<file path="src/hw/ssdc_cfg.svh">
// constants of the synthesizer serial divider configuration block
// assumes a 32-bit axi4-lite slave port and byte addresses below 0x10
`ifndef SSDC_CFG_SVH
`define SSDC_CFG_SVH

// register byte offsets
`define SSDC_REG_CTRL 4'h0
`define SSDC_REG_STATUS 4'h4
`define SSDC_REG_SHIFT 4'h8

// control register fields and reset value
`define SSDC_CTRL_SOFT_RST 0
`define SSDC_CTRL_OUT_GATE 1
`define SSDC_CTRL_RESET 2'h2

// axi responses
`define SSDC_RESP_OKAY 2'h0
`define SSDC_RESP_SLVERR 2'h2

// power-up settings of the serial word
`define SSDC_DEF_TEST 2'h1
`define SSDC_DEF_OUT_DIV 3'h1
`define SSDC_DEF_FB_DIV 9'h0c0
`define SSDC_DEF_SPREAD 1'h0

// fixed reference prescale ahead of the phase comparison
`define SSDC_REF_PRESCALE 16

// synchroniser reset levels: mr, oe, load, data, clock (pull levels)
`define SSDC_PIN_RESET 5'h0b
`define SSDC_PIN_SCLK 0
`define SSDC_PIN_SDATA 1
`define SSDC_PIN_SLOAD 2
`define SSDC_PIN_OE 3
`define SSDC_PIN_MR 4

`endif

</file>
<file path="src/hw/ssdc_pkg.sv">
// types of the synthesizer serial divider configuration block
// assumes ssdc_cfg.svh holds all numeric constants
package ssdc_pkg;
	// serial word, first shifted bit at the top
	typedef struct packed {
		logic [1:0] test;
		logic [2:0] out_div;
		logic [8:0] fb_div;
		logic spread;
	} ssdc_word_t;

	// monitor output selection
	typedef enum logic [1:0] {
		SSDC_TST_LOW = 2'b00,
		SSDC_TST_SDATA = 2'b01,
		SSDC_TST_FB = 2'b10,
		SSDC_TST_FOUT = 2'b11
	} ssdc_test_t;
endpackage

</file>
<file path="src/hw/ssdc_div_if.sv">
// control and output of one half-period divider
// assumes both ends sit on core_clk
`timescale 1ns/1ps
interface ssdc_div_if #(parameter int W = 9);
	logic tick;
	logic clr;
	logic [W-1:0] half;
	logic clk_out;
	modport ctl (output tick, output clr, output half, input clk_out);
	modport div (input tick, input clr, input half, output clk_out);
endinterface

</file>
<file path="src/hw/ssdc_half_div.sv">
// half-period divider: output toggles every 'half' ticks, so duty is 50%
// assumes tick is a one-cycle enable on core_clk
`timescale 1ns/1ps
module ssdc_half_div #(
	parameter int W = 9
) (
	input wire logic core_clk,
	input wire logic rstn,
	ssdc_div_if.div dv
);
	logic [W-1:0] cnt_q, cnt_d;
	logic out_q, out_d;

	// count ticks; >= guards against a half value shrinking under the count
	always_comb begin
		cnt_d = cnt_q;
		out_d = out_q;
		if (dv.clr) begin
			cnt_d = '0;
			out_d = 1'b0;
		end else if (dv.tick) begin
			if (cnt_q >= dv.half - 1'b1) begin
				cnt_d = '0;
				out_d = ~out_q;
			end else begin
				cnt_d = cnt_q + 1'b1;
			end
		end
	end

	always_ff @(posedge core_clk or negedge rstn) begin
		if (!rstn) begin
			cnt_q <= '0;
			out_q <= 1'b0;
		end else begin
			cnt_q <= cnt_d;
			out_q <= out_d;
		end
	end

	assign dv.clk_out = out_q;
endmodule

</file>
<file path="src/hw/ssdc_top.sv">
// serial configuration of the synthesizer dividers with axi4-lite access
// assumes the serial pins, oe and master reset are asynchronous to core_clk
// and that vco_tick is a one-cycle enable from the loop model on core_clk
`timescale 1ns/1ps
`include "ssdc_cfg.svh"

module ssdc_top #(
	parameter int PAIRS = 6,
	parameter int DIV_W = 9
) (
	input wire logic core_clk,
	input wire logic rstn,
	input wire logic [3:0] s_axi_awaddr,
	input wire logic s_axi_awvalid,
	output logic s_axi_awready,
	input wire logic [31:0] s_axi_wdata,
	input wire logic [3:0] s_axi_wstrb,
	input wire logic s_axi_wvalid,
	output logic s_axi_wready,
	output logic [1:0] s_axi_bresp,
	output logic s_axi_bvalid,
	input wire logic s_axi_bready,
	input wire logic [3:0] s_axi_araddr,
	input wire logic s_axi_arvalid,
	output logic s_axi_arready,
	output logic [31:0] s_axi_rdata,
	output logic [1:0] s_axi_rresp,
	output logic s_axi_rvalid,
	input wire logic s_axi_rready,
	input wire logic serial_clock,
	input wire logic serial_data,
	input wire logic serial_load,
	input wire logic output_enable,
	input wire logic master_divider_reset,
	input wire logic vco_tick,
	output logic ref_cmp_clk,
	output logic fb_cmp_clk,
	output logic [PAIRS-1:0] fout,
	output logic [PAIRS-1:0] fout_n,
	output logic test_out,
	output ssdc_pkg::ssdc_word_t active_word,
	output logic spread_enable
);
	import ssdc_pkg::*;

	localparam int REF_HALF = `SSDC_REF_PRESCALE / 2;
	localparam ssdc_word_t WORD_RESET = '{test: `SSDC_DEF_TEST, out_div: `SSDC_DEF_OUT_DIV,
		fb_div: `SSDC_DEF_FB_DIV, spread: `SSDC_DEF_SPREAD};

	// output ratios up to 16 and the 9-bit feedback field must fit the counters
	generate
		if (PAIRS < 1 || DIV_W < 9) begin : g_bad_param
			$error("ssdc_top: PAIRS must be >= 1 and DIV_W >= 9");
		end
	endgenerate

	// two-flop synchronisers for every pin; the first stage feeds only the second
	logic [4:0] sync1_q, sync2_q;
	logic [1:0] prev_q;

	always_ff @(posedge core_clk or negedge rstn) begin
		if (!rstn) begin
			sync1_q <= `SSDC_PIN_RESET;
			sync2_q <= `SSDC_PIN_RESET;
			prev_q <= 2'h1;
		end else begin
			sync1_q <= {master_divider_reset, output_enable, serial_load, serial_data,
				serial_clock};
			sync2_q <= sync1_q;
			prev_q <= {sync2_q[`SSDC_PIN_SLOAD], sync2_q[`SSDC_PIN_SCLK]};
		end
	end

	logic sclk_rise, load_s, load_rise, load_fall, data_s, oe_s, mr_s;
	assign data_s = sync2_q[`SSDC_PIN_SDATA];
	assign load_s = sync2_q[`SSDC_PIN_SLOAD];
	assign oe_s = sync2_q[`SSDC_PIN_OE];
	assign mr_s = sync2_q[`SSDC_PIN_MR];
	assign sclk_rise = sync2_q[`SSDC_PIN_SCLK] & ~prev_q[0];
	assign load_rise = load_s & ~prev_q[1];
	assign load_fall = ~load_s & prev_q[1];

	// shift register and active settings
	// all pins share one synchroniser depth, so their relative timing is kept
	ssdc_word_t shift_q, shift_d, cfg_q, cfg_d, shifted;
	assign shifted = ssdc_word_t'({shift_q[13:0], data_s});

	always_comb begin
		shift_d = shift_q;
		cfg_d = cfg_q;
		if (sclk_rise) begin
			shift_d = shifted;
		end
		if (load_rise) begin
			cfg_d = shift_q;
		end else if (load_fall) begin
			cfg_d.fb_div = shift_q.fb_div;
			cfg_d.out_div = shift_q.out_div;
		end else if (load_s && sclk_rise) begin
			cfg_d.fb_div = shifted.fb_div;
			cfg_d.out_div = shifted.out_div;
		end
	end

	always_ff @(posedge core_clk or negedge rstn) begin
		if (!rstn) begin
			shift_q <= '0;
			cfg_q <= WORD_RESET;
		end else begin
			shift_q <= shift_d;
			cfg_q <= cfg_d;
		end
	end

	assign active_word = cfg_q;
	assign spread_enable = cfg_q.spread;

	// axi4-lite slave: address and data taken in either order, one write at a time
	logic [1:0] ctrl_q, ctrl_d;
	logic [3:0] awaddr_q, awaddr_d;
	logic aw_full_q, aw_full_d, w_full_q, w_full_d, bvalid_q, bvalid_d;
	logic [7:0] wbyte_q, wbyte_d;
	logic wstrb0_q, wstrb0_d;
	logic [1:0] bresp_q, bresp_d;

	assign s_axi_awready = ~aw_full_q & ~bvalid_q;
	assign s_axi_wready = ~w_full_q & ~bvalid_q;
	assign s_axi_bvalid = bvalid_q;
	assign s_axi_bresp = bresp_q;

	always_comb begin
		ctrl_d = ctrl_q;
		awaddr_d = awaddr_q;
		aw_full_d = aw_full_q;
		w_full_d = w_full_q;
		wbyte_d = wbyte_q;
		wstrb0_d = wstrb0_q;
		bvalid_d = bvalid_q;
		bresp_d = bresp_q;
		if (s_axi_awvalid && s_axi_awready) begin
			awaddr_d = s_axi_awaddr;
			aw_full_d = 1'b1;
		end
		if (s_axi_wvalid && s_axi_wready) begin
			wbyte_d = s_axi_wdata[7:0];
			wstrb0_d = s_axi_wstrb[0];
			w_full_d = 1'b1;
		end
		if (aw_full_q && w_full_q) begin
			aw_full_d = 1'b0;
			w_full_d = 1'b0;
			bvalid_d = 1'b1;
			bresp_d = `SSDC_RESP_OKAY;
			if ({awaddr_q[3:2], 2'b00} == `SSDC_REG_CTRL) begin
				if (wstrb0_q) begin
					ctrl_d = wbyte_q[1:0];
				end
			end else if ({awaddr_q[3:2], 2'b00} != `SSDC_REG_STATUS &&
				{awaddr_q[3:2], 2'b00} != `SSDC_REG_SHIFT) begin
				bresp_d = `SSDC_RESP_SLVERR;
			end
		end
		if (bvalid_q && s_axi_bready) begin
			bvalid_d = 1'b0;
		end
	end

	always_ff @(posedge core_clk or negedge rstn) begin
		if (!rstn) begin
			ctrl_q <= `SSDC_CTRL_RESET;
			awaddr_q <= 4'h0;
			aw_full_q <= 1'b0;
			w_full_q <= 1'b0;
			wbyte_q <= 8'h00;
			wstrb0_q <= 1'b0;
			bvalid_q <= 1'b0;
			bresp_q <= `SSDC_RESP_OKAY;
		end else begin
			ctrl_q <= ctrl_d;
			awaddr_q <= awaddr_d;
			aw_full_q <= aw_full_d;
			w_full_q <= w_full_d;
			wbyte_q <= wbyte_d;
			wstrb0_q <= wstrb0_d;
			bvalid_q <= bvalid_d;
			bresp_q <= bresp_d;
		end
	end

	// read channel: data captured at the address handshake, answered next cycle
	logic [31:0] rdata_q, rdata_d;
	logic [1:0] rresp_q, rresp_d;
	logic rvalid_q, rvalid_d;

	assign s_axi_arready = ~rvalid_q;
	assign s_axi_rvalid = rvalid_q;
	assign s_axi_rdata = rdata_q;
	assign s_axi_rresp = rresp_q;

	always_comb begin
		rdata_d = rdata_q;
		rresp_d = rresp_q;
		rvalid_d = rvalid_q;
		if (s_axi_arvalid && s_axi_arready) begin
			rvalid_d = 1'b1;
			rresp_d = `SSDC_RESP_OKAY;
			unique case ({s_axi_araddr[3:2], 2'b00})
				`SSDC_REG_CTRL: rdata_d = {30'h0000_0000, ctrl_q};
				`SSDC_REG_STATUS: rdata_d = {17'h0_0000, cfg_q};
				`SSDC_REG_SHIFT: rdata_d = {17'h0_0000, shift_q};
				default: begin
					rdata_d = 32'h0000_0000;
					rresp_d = `SSDC_RESP_SLVERR;
				end
			endcase
		end else if (rvalid_q && s_axi_rready) begin
			rvalid_d = 1'b0;
		end
	end

	always_ff @(posedge core_clk or negedge rstn) begin
		if (!rstn) begin
			rdata_q <= 32'h0000_0000;
			rresp_q <= `SSDC_RESP_OKAY;
			rvalid_q <= 1'b0;
		end else begin
			rdata_q <= rdata_d;
			rresp_q <= rresp_d;
			rvalid_q <= rvalid_d;
		end
	end

	// dividers: reference prescale, feedback and output, all 50% duty
	logic div_clr;
	logic [DIV_W-1:0] out_half;
	assign div_clr = mr_s | ctrl_q[`SSDC_CTRL_SOFT_RST];

	// codes above 4 are not defined, they fall back to the slowest ratio
	always_comb begin
		unique case (cfg_q.out_div)
			3'h0: out_half = DIV_W'(1);
			3'h1: out_half = DIV_W'(2);
			3'h2: out_half = DIV_W'(4);
			3'h3: out_half = DIV_W'(8);
			default: out_half = DIV_W'(16);
		endcase
	end

	ssdc_div_if #(.W(DIV_W)) ref_if();
	ssdc_div_if #(.W(DIV_W)) fb_if();
	ssdc_div_if #(.W(DIV_W)) out_if();

	assign ref_if.tick = 1'b1;
	assign ref_if.clr = div_clr;
	assign ref_if.half = DIV_W'(REF_HALF);
	assign fb_if.tick = vco_tick;
	assign fb_if.clr = div_clr;
	assign fb_if.half = DIV_W'(cfg_q.fb_div);
	assign out_if.tick = vco_tick;
	assign out_if.clr = div_clr;
	assign out_if.half = out_half;

	ssdc_half_div #(.W(DIV_W)) u_ref_div (.core_clk(core_clk), .rstn(rstn), .dv(ref_if));
	ssdc_half_div #(.W(DIV_W)) u_fb_div (.core_clk(core_clk), .rstn(rstn), .dv(fb_if));
	ssdc_half_div #(.W(DIV_W)) u_out_div (.core_clk(core_clk), .rstn(rstn), .dv(out_if));

	assign ref_cmp_clk = ref_if.clk_out;
	assign fb_cmp_clk = fb_if.clk_out;

	// output pairs and monitor are registered so they never glitch
	logic [PAIRS-1:0] fout_q, fout_d;
	logic test_q, test_d, out_en;
	assign out_en = oe_s & ctrl_q[`SSDC_CTRL_OUT_GATE] & ~div_clr;

	always_comb begin
		fout_d = {PAIRS{out_if.clk_out & out_en}};
		unique case (ssdc_test_t'(cfg_q.test))
			SSDC_TST_LOW: test_d = 1'b0;
			SSDC_TST_SDATA: test_d = data_s;
			SSDC_TST_FB: test_d = fb_if.clk_out;
			SSDC_TST_FOUT: test_d = out_if.clk_out;
		endcase
	end

	always_ff @(posedge core_clk or negedge rstn) begin
		if (!rstn) begin
			fout_q <= '0;
			test_q <= 1'b0;
		end else begin
			fout_q <= fout_d;
			test_q <= test_d;
		end
	end

	assign fout = fout_q;
	assign fout_n = ~fout_q;
	assign test_out = test_q;
endmodule

</file>
<file path="config.mk">
export PLATFORM = sky130hd
export DESIGN_NAME = ssdc_top
export DESIGN_NICKNAME = d
export VERILOG_FILES = /design/src/hw/ssdc_pkg.sv /design/src/hw/ssdc_div_if.sv /design/src/hw/ssdc_half_div.sv /design/src/hw/ssdc_top.sv
export VERILOG_INCLUDE_DIRS = /design/src /design/src/hw
export SDC_FILE = /design/constraint.sdc
export NUM_CORES = 1
export LEC_CHECK = 0
export BUFFER_PORTS_ARGS = -buffer_cell sky130_fd_sc_hd__buf_2
export CAP_MARGIN = 20
export CORE_AREA = 2 2 108 110
export CTS_BUF_LIST = sky130_fd_sc_hd__clkbuf_16
export DETAILED_ROUTE_END_ITERATION = 6
export DIE_AREA = 0 0 110 112
export GPL_ROUTABILITY_DRIVEN = 0
export HOLD_SLACK_MARGIN = 0.02
export PLACE_DENSITY = 0.9
export SKIP_CTS_REPAIR_TIMING = 1
export SYNTH_ARGS = -nofsm -noshare
export SYNTH_HDL_FRONTEND = slang
export SYNTH_HIERARCHICAL = 1
export SYNTH_SLANG_ARGS = --single-unit
</file>
<file path="constraint.sdc">
create_clock -name core_clk -period 3.25 [get_ports core_clk]
set_clock_uncertainty 0.2 [all_clocks]
set_input_delay 0.1625 -clock core_clk [delete_from_list [all_inputs] [get_ports core_clk]]
set_output_delay 0.1625 -clock core_clk [all_outputs]
set_load 0.01 [all_outputs]
</file>
==> results.tsv <==
metric	value	unit
synth_ff_type	dfrtp_1	
viasPerCell	5.60	
worst_path_largest_cell_delay	0.65	ns
cts_buffers	9	
synth_cell_types	51	
drc	0	
htreeDepth	3	
clk_pin_slew	0.07	ns
path_class	flop to flop	
clock.fmax	316	MHz
rows	39	
r2r_start	active_word[10]	
cp_max_fo	8	
tritoncts	built	
avgSynthCellArea	10.4	um2
final_nets	781	
final_area	6960	um2
p_leak	3.19	nW
arrival	3.22	ns
initial_core_util	53.5	%
synth_mux_area_share	10.2	%
required	3.31	ns
final_antenna_net_count	0	
grt_max_degree	67	
hold_class	input port to flop	
synth-simple-area-share	19.1	%
final_cell_mix	dfrtp_1, buf_2, conb_1	
pin_count	129	
ys_ff_latch	102	
synth-xor-area-share	3.22	%
status	complete, no violations	
dpl.hpwl	9380	um
worst_slack	0.0851	ns
min_from	s_axi_wvalid	
drt-initial-drc-count	332	
synth_area	5980	um2
grt_pass1_vias	4642	
antenna_found_initial	0	
cpMostUsedCell	ha_1	
hold_viol	0	
fillers	841	
final-max-slew-violation-count	0	
finalCritPeriodShare	97.4	%
regArea	2570	um2
wl	13700	um
synth_edf_count	0	
yosysWarningCount	6	
critical_path.endpoint_type	flop	
root_buffer	clkbuf_16	
r2r_setup_slack	0.09	ns
mostFrequentLayoutCell	dfrtp_1	
path_cells	nor3b_4, inv_1, ha_1, nand2_2, nor3_2, xnor2_1, ha_1, nand2_1, nor2_2, a211oi_4, buf_4, nand4_1, a31oi_1	
async_reset_ff_share	100	%
first_pass_iters	5	
synth_top_family_by_area	simple AND/OR/NAND/NOR gates	
startpoint_type	flop	
portBuffers	72	
hold_path_end	w_full_q	
setup_tns	0	ns
synth_compound_area_share	9.69	%
numClockSinks	102	
area_growth	16.5	%
post_dp_cell_area	6420	um2
grt-ovfl-total	0	
synth_fa_ha_area_share	7.33	%
rr_worst_depth	13	
die_x	110	um
worst_slew_pin_slew	1.18	ns
coreArea	11200	um2
syn_inst	575	
cts_max_path_buffers	2	
yosysSeqAreaShare	43.0	%
fp.dieArea	12300	um2
hold_depth	3	
wl_per_cell	16.4	um
dr_total_vias	4681	
maxCapViolCount	0	
multi_input_area	3220	um2
antennaDiodeCount	0	
grt_pass1_wl	22100	um
fin_crit	3.16	ns
slowest_stage	dfstp_2	
setup_viol	0	
grt.total_usage	22.7	%
die_h	112	um
drive_gt1_share	28.0	%
power_density	669	nW/um2
max_slew_margin	21.2	%
r2r_end	u_out_div/cnt_q[4]	
final_util	62.3	%
ir_drop	0.000421	V
insertion_delay	0.35	ns
pre_cts_ws	-0.130	ns
## synthesized netlist by cell type, types with 4 or more instances
master / instances / area, um2
nand4b_1: 11 / 96.3
a31oi_1: 17 / 106
nand2b_1: 26 / 163
nor2b_1: 7 / 43.8
nand4_1: 11 / 68.8
dfrtp_1: 90 / 2250
nand2_1: 30 / 113
xnor2_1: 12 / 105
inv_1: 16 / 60.1
nor2_1: 54 / 203
buf_6: 4 / 45.0
nor3_1: 13 / 65.1
clkbuf_1: 5 / 18.8
a21oi_1: 20 / 100
nand3b_1: 10 / 75.1
nand3_1: 16 / 80.1
buf_2: 6 / 30.0
buf_4: 36 / 270
xor2_1: 10 / 87.6
or2_2: 4 / 25.0
dfstp_2: 12 / 315
a221oi_1: 13 / 114
and3_1: 12 / 75.1
o21ai_0: 12 / 60.1
mux2_2: 49 / 552
ha_1: 35 / 438
## report_power, final
part	switching (mW)	total, mW	leakage, nW	internal (mW)
Clock	0.500	1.03	0.136	0.530
Sequential	0.368	1.97	1.27	1.60
Combinational	0.845	1.66	1.79	0.816
## per-stage QoR
step | cells | hold slack, ns | power (mW)
2_1_floorplan | 627 | -0.333 | 2.98
3_3_place_gp | 799 | 0.0674 | 3.36
3_5_place_dp | 799 | 0.0719 | 3.49
4_1_cts | 814 | -0.299 | 4.54
5_1_grt | 836 | 0.0635 | 4.94
6_report | 836 | 0.0443 | 4.66
## worst max-delay path: cells and delay by family (launching register included)
family	cells	cell delay (ns)
buf+inv	2	0.30
fa+ha+maj	2	0.55
compound gates	2	0.48
flops	1	0.65
simple gates	6	0.75
xor+xnor	1	0.16
## cell families after synthesis
group,count (synthesis)
flip-flops,102
AND/OR/NAND/NOR,211
multiplexers,54
other,2
AO/OA/AOI/OAI,80
adder cells (fa/ha/maj),35
XOR/XNOR,22
buffers and inverters,69
## cell type report
class                   instances  share of cell area, %
multi-input cells             456                   46.2
flip-flops and latches        102                   36.9
repair buffers                104                   9.49
clock buffers                   9                   3.23
well taps                     143                   2.57
inverters                      16                  0.862
clock inverters                 6                  0.755
## how the worst max path moves through the flow
stage	startpoint	endpoint	slack, ns	cells after the start
after floorplan	active_word[10]	u_out_div/dv.clk_out	0.35	10
after global placement	active_word[10]	u_out_div/cnt_q[6]	0.16	13
after detailed placement	active_word[10]	u_out_div/cnt_q[6]	-0.13	13
after CTS	active_word[10]	u_out_div/cnt_q[6]	-0.17	13
after global routing	active_word[10]	u_out_div/dv.clk_out	-0.03	12
final	active_word[10]	u_out_div/cnt_q[4]	0.09	13
## flip-flops by register name, summed over array words and instances, names as in the netlist, 2 cells and up
signal	count
active_word	5
awaddr_q	2
ctrl_q	2
fb_if.half	9
prev_q	2
s_axi_rdata	15
shift_q	15
sync1_q	5
sync2_q	5
u_fb_div/cnt_q	9
u_out_div/cnt_q	9
u_ref_div/cnt_q	9
wbyte_q	2
## per-layer routing
metal / wire, um / track usage (%) / vias to the layer above
met5: 0 / 0 / -
met2: 6930 / 38.0 / 171
met1: 5670 / 27.8 / 2298
met4: 361 / 10.5 / 0
li1: - / - / 2181
met3: 707 / 4.63 / 31
(Power assumes the default switching activity.)
